**config.mk**
```make
export PLATFORM = sky130hd
export DESIGN_NAME = servo_link_io_map_one_station
export DESIGN_NICKNAME = d
export VERILOG_FILES = /design/src/link_map_pkg.sv /design/src/input_select_cell.sv /design/src/servo_link_io_map_one_station.sv
export SDC_FILE = /design/constraint.sdc
export NUM_CORES = 1
export LEC_CHECK = 0
export BUFFER_PORTS_ARGS = -buffer_cell sky130_fd_sc_hd__buf_2
export CAP_MARGIN = 20
export CORE_AREA = 2 2 172 174
export CTS_CLUSTER_SIZE = 24
export DETAILED_ROUTE_END_ITERATION = 10
export DIE_AREA = 0 0 174 176
export MAX_ROUTING_LAYER = met4
export SETUP_SLACK_MARGIN = 0.3
export SYNTH_ARGS = -nofsm -noshare
export SYNTH_HDL_FRONTEND = slang
export SYNTH_HIERARCHICAL = 1
export SYNTH_SLANG_ARGS = --single-unit
```
**constraint.sdc**
```tcl
create_clock -name clk -period 3.33 [get_ports clk]
set_input_delay 0.4995 -clock clk [delete_from_list [all_inputs] [get_ports clk]]
set_output_delay 0.4995 -clock clk [all_outputs]
set_load 0.05 [all_outputs]
```
**src/link_map_pkg.sv**
```systemverilog
package link_map_pkg;
   localparam int WORD_W      = 16;
   localparam int BITS_W      = 32;
   localparam int NUM_WORDS   = 4;
   localparam int NUM_FUNCS   = 17;
   localparam int STATION_W   = 7;
   localparam int BIT_IDX_W   = 12;
   localparam int WORD_IDX_W  = 10;
   // Input function positions in the command bit vector
   localparam int CB_SERVO_ENABLE   = 0;
   localparam int CB_FORWARD_START  = 1;
   localparam int CB_REVERSE_START  = 2;
   localparam int CB_PROXIMITY_DOG  = 3;
   localparam int CB_FWD_STROKE_END = 4;
   localparam int CB_REV_STROKE_END = 5;
   localparam int CB_AUTO_MANUAL    = 6;
   localparam int CB_PAUSE_RESTART  = 7;
   localparam int CB_MONITOR_REQ    = 8;
   localparam int CB_INSTR_REQ      = 9;
   localparam int CB_POINT_LSB      = 10;
   localparam int CB_CLEAR_REQ      = 15;
   localparam int CB_FAULT_RESET    = 26;
   // Function slot of fault reset in the selection vector
   localparam int FN_FAULT_RESET    = 16;
   // Command bits that carry a function; all others ignored
   localparam logic [31:0] CMD_USED_MASK = 32'h0400_FFFF;
   // Factory source: 1 = connector; dog, forward and reverse stroke end
   localparam logic [16:0] SRC_SEL_DEFAULT = 17'h0_0038;
   // Status positions
   localparam int SB_READY       = 0;
   localparam int SB_IN_POSITION = 1;
   localparam int SB_ROUGH_MATCH = 2;
   localparam int SB_HOME_DONE   = 3;
   localparam int SB_TORQUE_LIM  = 4;
   localparam int SB_BRAKE_ILK   = 6;
   localparam int SB_PAUSED      = 7;
   localparam int SB_MONITORING  = 8;
   localparam int SB_INSTR_DONE  = 9;
   localparam int SB_WARNING     = 10;
   localparam int SB_BATT_WARN   = 11;
   localparam int SB_MOVE_DONE   = 12;
   localparam int SB_DYN_BRAKE   = 13;
   localparam int SB_POS_RANGE   = 14;
   localparam int SB_ALARM       = 26;
   localparam int SB_LINK_READY  = 27;
   // Word slots
   localparam int W_MON1   = 0;
   localparam int W_MON2   = 1;
   localparam int W_INSTR  = 2;
   localparam int W_DATA   = 3;
   // Points per station and words per station
   localparam int BITS_PER_STATION  = 32;
   localparam int WORDS_PER_STATION = 4;
endpackage

```
**src/input_select_cell.sv**
```systemverilog
`timescale 1ns/1ps
module input_select_cell (
   input  wire logic clk,
   input  wire logic rst,
   input  wire logic link_bit,
   input  wire logic conn_bit,
   input  wire logic use_conn,
   output logic      func_q
);
   logic func_d;

   always_comb begin
      func_d = use_conn ? conn_bit : link_bit;
   end

   always_ff @(posedge clk) begin
      if (rst) begin
         func_q <= 1'b0;
      end else begin
         func_q <= func_d;
      end
   end
endmodule // input_select_cell

```
**src/servo_link_io_map_one_station.sv**
```systemverilog
`timescale 1ns/1ps
module servo_link_io_map_one_station (
   input  wire logic        clk,
   input  wire logic        rst,
   // Station number switch, held stable while running
   input  wire logic [6:0]  station_number,
   // Link refresh: command side from the master
   input  wire logic        link_refresh,
   input  wire logic [31:0] cmd_bits,
   input  wire logic [15:0] cmd_word0,
   input  wire logic [15:0] cmd_word1,
   input  wire logic [15:0] cmd_word2,
   input  wire logic [15:0] cmd_word3,
   // Input source selection
   input  wire logic        src_sel_load,
   input  wire logic [16:0] src_sel_value,
   // External connector inputs, one per input function
   input  wire logic [16:0] conn_inputs,
   // Drive state feeding the status bits
   input  wire logic        ready,
   input  wire logic        in_position,
   input  wire logic        rough_match,
   input  wire logic        home_return_done,
   input  wire logic        torque_limiting,
   input  wire logic        brake_interlock,
   input  wire logic        paused_flag,
   input  wire logic        monitoring_active,
   input  wire logic        instruction_complete,
   input  wire logic        warning_flag,
   input  wire logic        battery_warning,
   input  wire logic        movement_complete,
   input  wire logic        dynamic_brake_interlock,
   input  wire logic        position_range_output,
   input  wire logic        alarm_indication,
   input  wire logic        link_station_ready,
   // Drive values feeding the response words
   input  wire logic [15:0] monitor_one_data,
   input  wire logic [15:0] monitor_two_data,
   input  wire logic [15:0] response_code_data,
   input  wire logic [15:0] read_data,
   // Link side answers
   output logic [31:0]      status_bits_q,
   output logic [15:0]      monitor_one_value_q,
   output logic [15:0]      monitor_two_value_q,
   output logic [15:0]      response_code_word_q,
   output logic [15:0]      read_data_word_q,
   // Command words handed to the drive
   output logic [15:0]      monitor_one_select_q,
   output logic [15:0]      monitor_two_select_q,
   output logic [15:0]      instruction_word_q,
   output logic [15:0]      write_data_word_q,
   // Effective input functions
   output logic [16:0]      func_q,
   output logic [16:0]      src_sel_q,
   // Connector outputs mirroring status
   output logic             conn_ready_q,
   output logic             conn_home_done_q,
   output logic             conn_alarm_q,
   // Base device indices
   output logic [11:0]      base_bit_index_q,
   output logic [9:0]       base_word_index_q
);
   logic [31:0] cmd_bits_q;
   logic [31:0] cmd_bits_d;
   logic [15:0] mon1_sel_d;
   logic [15:0] mon2_sel_d;
   logic [15:0] instr_d;
   logic [15:0] wdata_d;
   logic [16:0] src_sel_d;
   logic [16:0] link_funcs;
   logic [31:0] status_d;
   logic [6:0]  station_q;
   logic [6:0]  station_d;
   logic        station_valid_q;
   logic [11:0] base_bit_d;
   logic [9:0]  base_word_d;
   logic [6:0]  station_off;

   // Command latch: taken whole on each refresh so a half update never leaks
   always_comb begin
      cmd_bits_d = cmd_bits_q;
      mon1_sel_d = monitor_one_select_q;
      mon2_sel_d = monitor_two_select_q;
      instr_d    = instruction_word_q;
      wdata_d    = write_data_word_q;
      if (link_refresh) begin
         cmd_bits_d = cmd_bits & link_map_pkg::CMD_USED_MASK;
         mon1_sel_d = cmd_word0;
         mon2_sel_d = cmd_word1;
         instr_d    = cmd_word2;
         wdata_d    = cmd_word3;
      end
   end

   always_ff @(posedge clk) begin
      if (rst) begin
         cmd_bits_q           <= 32'h0000_0000;
         monitor_one_select_q <= 16'h0000;
         monitor_two_select_q <= 16'h0000;
         instruction_word_q   <= 16'h0000;
         write_data_word_q    <= 16'h0000;
      end else begin
         cmd_bits_q           <= cmd_bits_d;
         monitor_one_select_q <= mon1_sel_d;
         monitor_two_select_q <= mon2_sel_d;
         instruction_word_q   <= instr_d;
         write_data_word_q    <= wdata_d;
      end
   end

   // Source selection
   always_comb begin
      src_sel_d = src_sel_q;
      if (src_sel_load) begin
         src_sel_d = src_sel_value;
      end
   end

   always_ff @(posedge clk) begin
      if (rst) begin
         src_sel_q <= link_map_pkg::SRC_SEL_DEFAULT;
      end else begin
         src_sel_q <= src_sel_d;
      end
   end

   // Command bits 0..15 map straight onto slots 0..15, fault reset (bit 26) onto slot 16
   always_comb begin
      link_funcs = {cmd_bits_q[link_map_pkg::CB_FAULT_RESET],
                    cmd_bits_q[15:0]};
   end

   genvar gi;
   generate
      for (gi = 0; gi < link_map_pkg::NUM_FUNCS; gi++) begin : g_sel
         input_select_cell u_cell (
            .clk      (clk),
            .rst      (rst),
            .link_bit (link_funcs[gi]),
            .conn_bit (conn_inputs[gi]),
            .use_conn (src_sel_q[gi]),
            .func_q   (func_q[gi])
         );
      end
   endgenerate

   // Status assembly; reserved positions stay zero
   always_comb begin
      status_d = 32'h0000_0000;
      status_d[link_map_pkg::SB_READY]       = ready;
      status_d[link_map_pkg::SB_IN_POSITION] = in_position;
      status_d[link_map_pkg::SB_ROUGH_MATCH] = rough_match;
      status_d[link_map_pkg::SB_HOME_DONE]   = home_return_done;
      status_d[link_map_pkg::SB_TORQUE_LIM]  = torque_limiting;
      status_d[link_map_pkg::SB_BRAKE_ILK]   = brake_interlock;
      status_d[link_map_pkg::SB_PAUSED]      = paused_flag;
      status_d[link_map_pkg::SB_MONITORING]  = monitoring_active;
      status_d[link_map_pkg::SB_INSTR_DONE]  = instruction_complete;
      status_d[link_map_pkg::SB_WARNING]     = warning_flag;
      status_d[link_map_pkg::SB_BATT_WARN]   = battery_warning;
      status_d[link_map_pkg::SB_MOVE_DONE]   = movement_complete;
      status_d[link_map_pkg::SB_DYN_BRAKE]   = dynamic_brake_interlock;
      status_d[link_map_pkg::SB_POS_RANGE]   = position_range_output;
      status_d[link_map_pkg::SB_ALARM]       = alarm_indication;
      status_d[link_map_pkg::SB_LINK_READY]  = link_station_ready;
   end

   // Link and connector copies share one register stage so they never skew
   always_ff @(posedge clk) begin
      if (rst) begin
         status_bits_q        <= 32'h0000_0000;
         conn_ready_q         <= 1'b0;
         conn_home_done_q     <= 1'b0;
         conn_alarm_q         <= 1'b0;
         monitor_one_value_q  <= 16'h0000;
         monitor_two_value_q  <= 16'h0000;
         response_code_word_q <= 16'h0000;
         read_data_word_q     <= 16'h0000;
      end else begin
         status_bits_q        <= status_d;
         conn_ready_q         <= status_d[link_map_pkg::SB_READY];
         conn_home_done_q     <= status_d[link_map_pkg::SB_HOME_DONE];
         conn_alarm_q         <= status_d[link_map_pkg::SB_ALARM];
         monitor_one_value_q  <= monitor_one_data;
         monitor_two_value_q  <= monitor_two_data;
         response_code_word_q <= response_code_data;
         read_data_word_q     <= read_data;
      end
   end

   // Station number caught once after reset; switch changes need a reset
   always_comb begin
      station_d = station_valid_q ? station_q : station_number;
      station_off = (station_q == 7'h00) ? 7'h00 : station_q - 7'h01;
      base_bit_d  = 12'(station_off)
                    * 12'(link_map_pkg::BITS_PER_STATION);
      base_word_d = 10'(station_off)
                    * 10'(link_map_pkg::WORDS_PER_STATION);
   end

   always_ff @(posedge clk) begin
      if (rst) begin
         station_q         <= 7'h00;
         station_valid_q   <= 1'b0;
         base_bit_index_q  <= 12'h000;
         base_word_index_q <= 10'h000;
      end else begin
         station_q         <= station_d;
         station_valid_q   <= 1'b1;
         base_bit_index_q  <= base_bit_d;
         base_word_index_q <= base_word_d;
      end
   end
endmodule // servo_link_io_map_one_station

```
* Word level (Yosys, flattened, before mapping)
Index checks and enable logic that the tools add are counted.
** Operators by class
- Add/subtract/negate cells :: 1
- Multiply operators :: 0
- Divide/modulo/power cells :: 0
- Magnitude comparators :: 0
- Equal/unequal tests :: 0
- Shift operators :: 0
- Muxes and demuxes :: 19
- Bitwise gates (word level) :: 0
- Reduce and logical (&&, ||, !) cells :: 1
** Operators by type and width (number)
- $mux W1 :: 18
- $logic_not A7 Y1 :: 1
- $mux W7 :: 1
- $sub A7 B1 Y7 const B :: 1
** Word-level totals
- Bits in registers :: 237
- Bits in latches :: 0
- Memory bits (writable) :: 0
- ROM bits :: 0
- Input port bits :: 221
- Output and inout port bits :: 219
- Word-level logic and storage cells :: 58
- Memories kept :: 0

* Longest topological paths before layout
Gate-level depths: netlist (run 1).
- Depth after elaboration :: 2
- Mapped depth :: 5
- Depth with buffers taken out :: 5

* Hierarchy
The synthesis (run 1) kept the hierarchy.
** By module, submodules not included
- servo_link_io_map_one_station :: times used 1, cells an instance 577, area an instance 6364.9 sq um, seq. area each 3863.7 sq um
- input_select_cell :: times used 17, cells an instance 3, area an instance 33.8 sq um, seq. area each 20.0 sq um

* Least setup slack after synthesis (run 1)
No wires, ideal clock.
- Kind :: register to output
- Start point :: reg base_word_index_q[2]
- End point :: out base_word_index_q[2]
- Data arrival time :: 894 ps
- Required time :: 2830 ps
- Setup slack :: 1936 ps
- Stages on the path, launching flop included :: 2
- Buffers on the path :: 1
- Path through :: dfxtp_1 buf_4
** RTL lines
- from (decl) :: line servo_link_io_map_one_station.sv:61 : output logic [9:0] base_word_index_q
- from (signal assigned) :: line servo_link_io_map_one_station.sv:211 : base_word_index_q <= base_word_d;
No word-level cell between the ends.

* Final worst setup path (run 1)
- Start point :: reg src_sel_q[12]
- End point :: out src_sel_q[12]
** RTL lines
- from (decl) :: line servo_link_io_map_one_station.sv:54 : output logic [16:0] src_sel_q,
- from (signal assigned) :: line servo_link_io_map_one_station.sv:121 : src_sel_q <= link_map_pkg::SRC_SEL_DEFAULT;
- from (signal assigned) :: line servo_link_io_map_one_station.sv:123 : src_sel_q <= src_sel_d;
No word-level cell between the ends.

==> results of run 1 <==
==> state kept, by name, summed over array words and instances (netlist names) <==
signal,count
monitor_two_value_q,16
monitor_two_select_q,16
response_code_word_q,16
monitor_one_select_q,16
station_valid_q,1
instruction_word_q,16
monitor_one_value_q,16
base_word_index_q,7
cmd_bits_q,17
write_data_word_q,16
station_q,7
status_bits_q,16
src_sel_q,17
read_data_word_q,16
g_sel.u_cell/func_q,17
==> metrics by stage <==
stage	setup slack, ns	power [mW]	instances	hold WS (ns)	instance area (sq um)
after floorplan	1.94	3.61	651	0.434	7030
after global placement	1.61	3.89	1376	0.468	9210
after detailed placement	1.60	3.90	1376	0.476	9210
after CTS	1.55	6.46	1414	0.169	9970
after global routing	1.54	6.63	1415	0.180	9970
final	1.60	6.36	1415	0.198	9970
==> report_power, final <==
part	total [mW]	internal, mW	switching, mW
sequential	2.73	2.66	0.0685
clock	2.53	1.54	0.988
combinational	1.11	0.309	0.798
total	6.36	4.51	1.85
==> kinds of logic (layout without fill, tap and decap cells) <==
family,count (synthesis),count (layout)
AO/OA/AOI/OAI,4,4
XOR/XNOR,3,3
adder cells (fa/ha/maj),2,2
buffers and inverters,70,449
flip-flops,210,210
multiplexers,122,122
other,1,25
AND/OR/NAND/NOR,216,216
==> worst paths after layout <==
check / startpoint / to / slack (ns) / cells past startpoint
max: src_sel_q[12]$_SDFFE_PP0P_ / src_sel_q[12] / 1.60 / 1
min: position_range_output / status_bits_q[14]$_SDFF_PP0_ / 0.20 / 2
max reg2reg: station_q[0]$_SDFFE_PP0N_ / base_word_index_q[6]$_SDFF_PP0_ / 1.94 / 5
min reg2reg: instruction_word_q[11]$_SDFFE_PP0P_ / instruction_word_q[11]$_SDFFE_PP0P_ / 0.48 / 2
==> final cells by class <==
cell class | count | area share [%]
flip-flops and latches | 210 | 42.2
diodes | 1 | 0.0251
clock inverters | 5 | 0.540
clock buffers | 33 | 7.08
multi-input cells | 371 | 24.3
repair buffers | 407 | 20.9
inverters | 4 | 0.151
well taps | 384 | 4.82
==> cell usage in the layout, fill, tap and decap left out <==
cell	Yosys	routed
a21oi_1	1	1
clkbuf_16	0	25
nor3_1	2	2
diode_2	0	1
or4_1	1	1
xnor2_1	3	3
a41o_1	1	1
clkbuf_1	18	3
clkinv_4	0	1
mux2i_1	122	122
or3_1	1	1
nand2_1	4	4
clkinv_2	0	3
nor3b_1	1	1
o31ai_1	1	1
a211o_1	1	1
bufinv_16	0	1
nor2_1	126	126
buf_12	0	2
inv_1	4	4
ha_1	2	2
dfxtp_1	210	210
nor2b_1	80	80
conb_1	1	24
nand3_1	1	1
buf_2	10	398
buf_4	34	6
clkbuf_8	0	5
buf_6	0	1
==> per-layer routing <==
metal,vias to the layer above,wire (um),global-route usage (%)
li1,2739,-,-
met1,2438,7690,13.4
met2,283,9660,21.8
met3,37,1560,2.82
met4,0,413,3.50
met5,-,0,-
==> results.tsv, run 1 <==
stage	metric	value	unit
route	vias per cell	3.88	
sta	Final period util	52.1	%
critical_path	Critical Path Source Type	flop	
cells_and_area	Finished Core Util	34.9	%
grt	largest net degree at the start of global routing	96	
synth	Synth Flop Type	dfxtp_1	
critical_path	Max FO, Critical Path	3	
synth	Seq/Total Area, Yosys	60.6	%
route	initial detailed-routing violation count	162	
floorplanning	die footprint	30600	sq um
clock_network	CTS max path bufs	3	
grt	global-route wire length before repair	28.5	mm
grt	vias in the first global route	5346	
synth	post-synthesis xor/xnor area fraction	0.379	%
floorplanning	die span in x	174	um
cells_and_area	layout cell share with drive strength beyond 1	42.9	%
grt	initial antenna violation count	2	
cells_and_area	Multi-input gate area	2420	sq um
critical_path	CP Class	flop to output port	
placement	port buffer count	400	
synth	synthesized flop and latch total	210	
clock_network	H-tree levels	1	
route	routed wire length	19.3	mm
synth	most common cell in the netlist	dfxtp_1	
cells_and_area	synthesis-to-layout area growth	43.7	%
route	antenna viol nets, final	0	
clock_network	Clk Latency, worst-skew pair	0.51	ns
floorplanning	Boundary Pins	440	
synth	Mapped Area	6940	sq um
route	drc violations	0	
cells_and_area	filler cell count	2972	
clock_network	CTS Buf Count	24	
sta	Slew Limit Fails	0	
synth	total of warnings raised by yosys	6	
sta	Setup-failing EPs final	0	
sta	Slew headroom	49.0	%
floorplanning	chip height	176	um
sta	clock skew	0.00939	ns
clock_network	CTS tree	done	
synth	Syn Inst Count	628	
critical_path	crit path max-delay cell type	dfxtp_1	
sta	FMAX	576	MHz
clock_network	CTS clk-pin slew, worst paths	0.05	ns
critical_path	crit path buf inv count	1	
placement	HPWL Detailed	14.6	mm
critical_path	CP Capture Type	output port	
critical_path	CP delay by family, top	flip-flops	
synth	Netlist cell types	22	
sta	Tmin final	1.73	ns
clock_network	post-CTS sizing	0	
critical_path	Data required, critical path	2.83	ns
placement	GPL Wtd Cong	0.739	
clock_network	TritonCTS Sinks	210	
synth	adder-cell area share of the yosys netlist	0.361	%
synth	Post-synth top cells	210 x dfxtp_1, 126 x nor2_1, 122 x mux2i_1	
synth	main combinational cell family by area after synthesis	multiplexers	
synth	Syn Area/Cell	11.0	sq um
floorplanning	FP Rows	62	
critical_path	Crit path largest cell delay	0.42	ns
pwr	PD cells	639	nW/um^2
critical_path	Critical Path AT	1.24	ns
synth	number of synthesized flops with an enable pin	0	
outcome	status	complete, no violations	
route	Detailed Routing Iterations Pass 1	4	
floorplanning	Initial Utilization	24.3	%
min_path	Worst Hold Class	primary input to flop	
pwr	P_leak	5.16	nW
sta	RSZ-0062 raised after global routing	false	
cells_and_area	Final nets	1241	
synth	top-area cell type share of the netlist area	60.6	%
grt	Total GRT Usage	12.1	%
synth	Simple-Gate Fraction of Synth Area	14.8	%
grt	total congestion overflow	0	
synth	Synth area leaders	dfxtp_1 61%, mux2i_1 18%, nor2b_1 7.2%	
run	total of max-cap violations	0	
synth	area leader, netlist	dfxtp_1	
synth	compound-gate portion of the synthesized area	0.451	%
clock_network	Hold Buf Count CTS	0	
clock_network	Post-CTS Repair Setup Buffers	0	
sta	sum of negative setup slack	0	ns
synth	multiplexer share of the synthesized area	17.6	%
route	routed wire length per instance	13.7	um
cells_and_area	Reg area	4200	sq um
pwr	peak supply drop	0.355	mV
floorplanning	Core ar.	28500	sq um
clock_network	Root Buffer	clkbuf_16	
sta	worst-margin pin slew	0.765	ns
sta	Hold Vio Cnt, Final	0	
critical_path	worst path cell trace	buf_2	
route	via count	5497	
synth	Async SR Flop Fraction	0	%
No activity file was read; power rests on OpenSTA's default activity.
==> run 2: changes to the inputs <==
==> constraint.sdc (replaced) <==
create_clock -name clk -period 1.6 [get_ports clk]
set_input_delay 0.24 -clock clk [delete_from_list [all_inputs] [get_ports clk]]
set_output_delay 0.24 -clock clk [all_outputs]
set_load 0.05 [all_outputs]
==> results.tsv, run 2 (synthesis gave the netlist of run 1 again) <==
stage	metric	value	unit	change
cells_and_area	Final nets	1468		+18%
grt	initial antenna violation count	0		-2
floorplanning	Boundary Pins	440		unchanged
critical_path	crit path buf inv count	0		-1
placement	GPL Wtd Cong	0.768		+3.9%
sta	Hold Vio Cnt, Final	0		unchanged
cells_and_area	ANT cells	0		-1
cells_and_area	layout cell share with drive strength beyond 1	47.0	%	+4.1 points
critical_path	crit path max-delay cell type	or4_1		
floorplanning	chip height	176	um	unchanged
run	total of max-cap violations	0		unchanged
critical_path	CP Capture Type	flop		
critical_path	Max FO, Critical Path	4		+1
clock_network	Clk Latency, worst-skew pair	0.52	ns	about the same
sta	Tmin final	1.32	ns	
clock_network	Root Buffer	clkbuf_16		
critical_path	worst path cell trace	or3_1 > or4_1 > a21oi_1		
grt	Total GRT Usage	16.0	%	+3.8 points
critical_path	Critical Path Source Type	flop		
sta	Worst Slack Setup Final	0.282	ns	-1.31 ns
pwr	PD cells	1070	nW/um^2	+68%
clock_network	CTS max path bufs	3		unchanged
critical_path	Crit path largest cell delay	0.40	ns	-0.02 ns
pwr	peak supply drop	0.720	mV	+100%
sta	clock skew	0.00869	ns	-0.000703 ns
critical_path	Data required, critical path	2.04	ns	-0.79 ns
clock_network	CTS tree	done		
cells_and_area	most frequent cells in the layout	203 x buf_2, 197 x dlygate4sd3_1, 126 x nor2_1		
sta	Final period util	82.4	%	
placement	HPWL Detailed	15.2	mm	+3.6%
floorplanning	die footprint	30600	sq um	unchanged
min_path	Worst Hold Class	primary input to flop		
route	drc violations	0		unchanged
floorplanning	Core ar.	28500	sq um	unchanged
cells_and_area	commonest non-fill, non-tap cell in the layout	buf_2		
critical_path	CP Class	flop to flop		
placement	dpl cells	1383		+0.51%
sta	Slew Limit Fails	0		unchanged
placement	port buffer count	400		unchanged
route	Detailed Routing Iterations Pass 1	4		unchanged
grt	global-route wire length before repair	38.0	mm	+33%
cells_and_area	largest registers	cmd_bits_q: 17 flops, g_sel.u_cell/func_q: 17 flops, src_sel_q: 17 flops		
cells_and_area	synthesis-to-layout area growth	99.4	%	
route	routed wire length per instance	16.1	um	+18%
clock_network	CTS Buf Count	24		unchanged
route	antenna viol nets, final	0		unchanged
route	routed wire length	26.5	mm	+37%
floorplanning	die span in x	174	um	unchanged
route	initial detailed-routing violation count	201		+24%
cells_and_area	Non-Filler Instances	1647		+16%
critical_path	CP Launch Point	station_q[0]$_SDFFE_PP0N_		
sta	Hold WS	0.0213	ns	-0.177 ns
clock_network	H-tree levels	1		unchanged
clock_network	CTS clk-pin slew, worst paths	0.06	ns	about the same
floorplanning	Initial Utilization	24.3	%	unchanged
placement	pre-CTS WS	0.258	ns	-1.34 ns
sta	sum of negative setup slack	0	ns	unchanged
floorplanning	FP Rows	62		unchanged
critical_path	worst reg2reg path startpoint	station_q[0]$_SDFFE_PP0N_		
min_path	hold path startpoint	monitor_two_data[15]		
grt	vias in the first global route	7169		+34%
outcome	status	complete, no violations		
sta	FMAX	759	MHz	
pwr	overall power	14.8	mW	+130%
critical_path	Critical Path AT	1.76	ns	+0.52 ns
route	vias per cell	4.06		+4.5%
critical_path	CP delay by family, top	simple AND/OR/NAND/NOR gates		
cells_and_area	Finished Core Util	48.5	%	+14 points
grt	total congestion overflow	0		unchanged
sta	Setup-failing EPs final	0		unchanged
grt	largest net degree at the start of global routing	50		-48%
pwr	P_leak	6.51	nW	+26%
clock_network	TritonCTS Sinks	210		unchanged
cells_and_area	post-route design area	13800	sq um	+39%
placement	Area after DPL	9300	sq um	+0.98%
sta	RSZ-0062 raised after global routing	true		
route	via count	6686		+22%
## run 2: report_power, final
group	internal, mW	switching, mW	total (mW)
clock network	3.53	2.22	5.75
registers	5.57	0.234	5.81
logic	1.43	1.83	3.27
total	10.5	4.28	14.8
## run 2: metal layers
| layer | global-route usage, % | wire length (um) |
|---|---|---|
| met1 | 16.4 | 9770 |
| met2 | 29.7 | 13800 |
| met3 | 4.05 | 2120 |
| met4 | 5.50 | 822 |
| met5 | - | 0 |
## run 2: what timing repair did
action / in CTS / in global routing
resized for setup: 417 / 148
hold endpoints to repair: 197 / 0
buffers inserted: 15 / 8
hold buffers: 197 / 0
gates cloned: 0 / 0
pin swaps: 1 / 0
setup endpoints to repair: 198 / 142
## run 2: path summary, 6_finish.rpt
check                                                     endpoint  slack [ns]  depth (start not counted)
worst min register to register         cmd_bits_q[12]$_SDFFE_PP0P_        0.49                          2
worst max-delay path               base_word_index_q[7]$_SDFF_PP0_        0.28                          3
worst max register to register     base_word_index_q[7]$_SDFF_PP0_        0.28                          3
worst min-delay path            monitor_two_value_q[15]$_SDFF_PP0_        0.02                          2
## run 2: final cells by class
cell class	count	area [sq um]
fill	2407	14700
timing repair buffer	634	5690
sequential	210	4390
multi-input combinational	371	2420
clock buffer	34	699
tap	384	480
clock inverter	10	131
inverter	4	15.0
## run 2: worst register-to-register path, stage by stage (launching register included)
cell and delay, ns:
dfxtp_2 0.34, or3_1 0.38, or4_1 0.40, a21oi_1 0.13
==> run 3: changes to the inputs <==
==> constraint.sdc (replaced) <==
create_clock -name clk -period 1.3 [get_ports clk]
set_input_delay 0.195 -clock clk [delete_from_list [all_inputs] [get_ports clk]]
set_output_delay 0.195 -clock clk [all_outputs]
set_load 0.05 [all_outputs]
==> results.tsv, run 3 (synthesis gave the netlist of run 1 again) <==
stage	metric	value	unit	change
sta	Worst Slack Setup Final	-0.0336	ns	-0.315 ns
route	vias per cell	4.09		+0.64%
placement	Area after DPL	9380	sq um	+0.92%
grt	global-route wire length before repair	40.3	mm	+6.1%
sta	clock skew	0.00727	ns	-0.00142 ns
route	antenna viol nets, final	0		unchanged
critical_path	Data required, critical path	1.75	ns	-0.29 ns
clock_network	H-tree levels	1		unchanged
route	initial detailed-routing violation count	219		+9.0%
outcome	status	finished with violations		
sta	sum of negative setup slack	-0.0336	ns	-0.0336 ns
clock_network	CTS max path bufs	3		unchanged
grt	vias in the first global route	7437		+3.7%
pwr	PD cells	1230	nW/um^2	+15%
grt	initial antenna violation count	2		+2
critical_path	Crit path largest cell delay	0.42	ns	+0.02 ns
floorplanning	chip height	176	um	unchanged
floorplanning	Boundary Pins	440		unchanged
critical_path	Critical Path Source Type	flop		
clock_network	CTS Buf Count	24		unchanged
critical_path	crit path max-delay cell type	or4_4		
pwr	peak supply drop	0.934	mV	+30%
sta	RSZ-0062 raised after global routing	true		
grt	Total GRT Usage	17.1	%	+1.1 points
cells_and_area	Reg area	4470	sq um	+1.9%
placement	port buffer count	400		unchanged
critical_path	crit path buf inv count	0		unchanged
critical_path	Max FO, Critical Path	2		-2
critical_path	CP delay by family, top	simple AND/OR/NAND/NOR gates		
cells_and_area	commonest non-fill, non-tap cell in the layout	buf_2		
min_path	Worst Hold Class	primary input to flop		
route	via count	6802		+1.7%
cells_and_area	filler cell count	2291		-4.8%
cells_and_area	Multi-input gate area	2500	sq um	+3.4%
outcome	failing checks	setup timing		
route	Detailed Routing Iterations Pass 1	4		unchanged
grt	largest net degree at the start of global routing	57		+14%
cells_and_area	largest registers	cmd_bits_q: 17 flops, g_sel.u_cell/func_q: 17 flops, src_sel_q: 17 flops		
cells_and_area	synthesis-to-layout area growth	112	%	
placement	GPL Wtd Cong	0.767		-0.12%
critical_path	Critical Path AT	1.78	ns	+0.02 ns
critical_path	worst path cell trace	or3_4 > or4_4 > a21oi_2		
sta	Setup-failing EPs final	1		+1
floorplanning	Initial Utilization	24.3	%	unchanged
clock_network	TritonCTS Sinks	210		unchanged
cells_and_area	post-route design area	14700	sq um	+6.4%
sta	Hold WS	0.0370	ns	+0.0157 ns
route	routed wire length per instance	16.3	um	+1.3%
cells_and_area	Final nets	1489		+1.4%
sta	Tmin final	1.33	ns	+0.0152 ns
cells_and_area	most frequent cells in the layout	203 x buf_2, 202 x dlygate4sd3_1, 191 x buf_8		
pwr	P_leak	6.81	nW	+4.6%
floorplanning	die footprint	30600	sq um	unchanged
critical_path	CP Class	flop to flop		
sta	Final period util	103	%	+20 points
clock_network	Clk Latency, worst-skew pair	0.51	ns	about the same
sta	Slew Limit Fails	0		unchanged
placement	HPWL Detailed	14.8	mm	-2.5%
sta	FMAX	750	MHz	-1.1%
pwr	overall power	18.1	mW	+22%
placement	dpl cells	1387		+0.29%
clock_network	CTS tree	done		
floorplanning	FP Rows	62		unchanged
route	routed wire length	27.1	mm	+2.4%
grt	total congestion overflow	0		unchanged
floorplanning	Core ar.	28500	sq um	unchanged
clock_network	CTS clk-pin slew, worst paths	0.06	ns	about the same
clock_network	Root Buffer	clkbuf_16		
critical_path	CP Capture Type	flop		
route	drc violations	0		unchanged
sta	Hold Vio Cnt, Final	0		unchanged
cells_and_area	layout cell share with drive strength beyond 1	54.0	%	+7.0 points
run	total of max-cap violations	0		unchanged
floorplanning	die span in x	174	um	unchanged
cells_and_area	Non-Filler Instances	1665		+1.1%
## run 3: path summary, 6_finish.rpt
kind	cells past startpoint	slack [ns]	endpoint	from
setup / recovery	3	-0.03	base_word_index_q[7]$_SDFF_PP0_	station_q[1]$_SDFFE_PP0N_
hold / removal	2	0.04	g_sel[5].u_cell/func_q$_SDFF_PP0_	rst
setup reg to reg	3	-0.03	base_word_index_q[7]$_SDFF_PP0_	station_q[1]$_SDFFE_PP0N_
hold reg to reg	2	0.49	g_sel[13].u_cell/func_q$_SDFF_PP0_	cmd_bits_q[13]$_SDFFE_PP0P_
## run 3: report_power, final
| group | switching, mW | total, mW | internal (mW) |
|---|---|---|---|
| clock network | 2.62 | 6.48 | 3.86 |
| registers | 0.340 | 7.23 | 6.89 |
| logic | 2.30 | 4.34 | 2.04 |
## run 3: final cells by class
class | instances | area share [%]
multi-input cells | 371 | 17.0
repair buffers | 655 | 44.0
diodes | 1 | 0.0170
clock inverters | 5 | 0.170
clock buffers | 35 | 4.98
inverters | 4 | 0.153
flip-flops and latches | 210 | 30.4
well taps | 384 | 3.26
## run 3: timing repair
item / 4_1_cts / 5_1_grt
setup endpoints to repair: 202 / 209
resized for setup: 738 / 44
buffers inserted: 19 / 16
endpoints found under the hold margin: 202 / 0
hold buffers: 202 / 0
pin swaps: 5 / 9
## run 3: metrics by stage
step / util (%) / setup slack [ns]
after CTS: 50.6 / -0.0223
final: 51.6 / -0.0336
after detailed placement: 32.9 / -0.0236
after floorplan: - / 0.0560
after global routing: 51.6 / -0.0871
after global placement: 32.9 / 0.0174
## run 3: metal layers
| metal | up-vias | global-route usage, % | wire length (um) |
|---|---|---|---|
| met5 | - | - | 0 |
| met2 | 342 | 31.6 | 14100 |
| met1 | 3160 | 17.7 | 10100 |
| met4 | 0 | 5.88 | 860 |
| li1 | 3241 | - | - |
| met3 | 59 | 4.18 | 2140 |
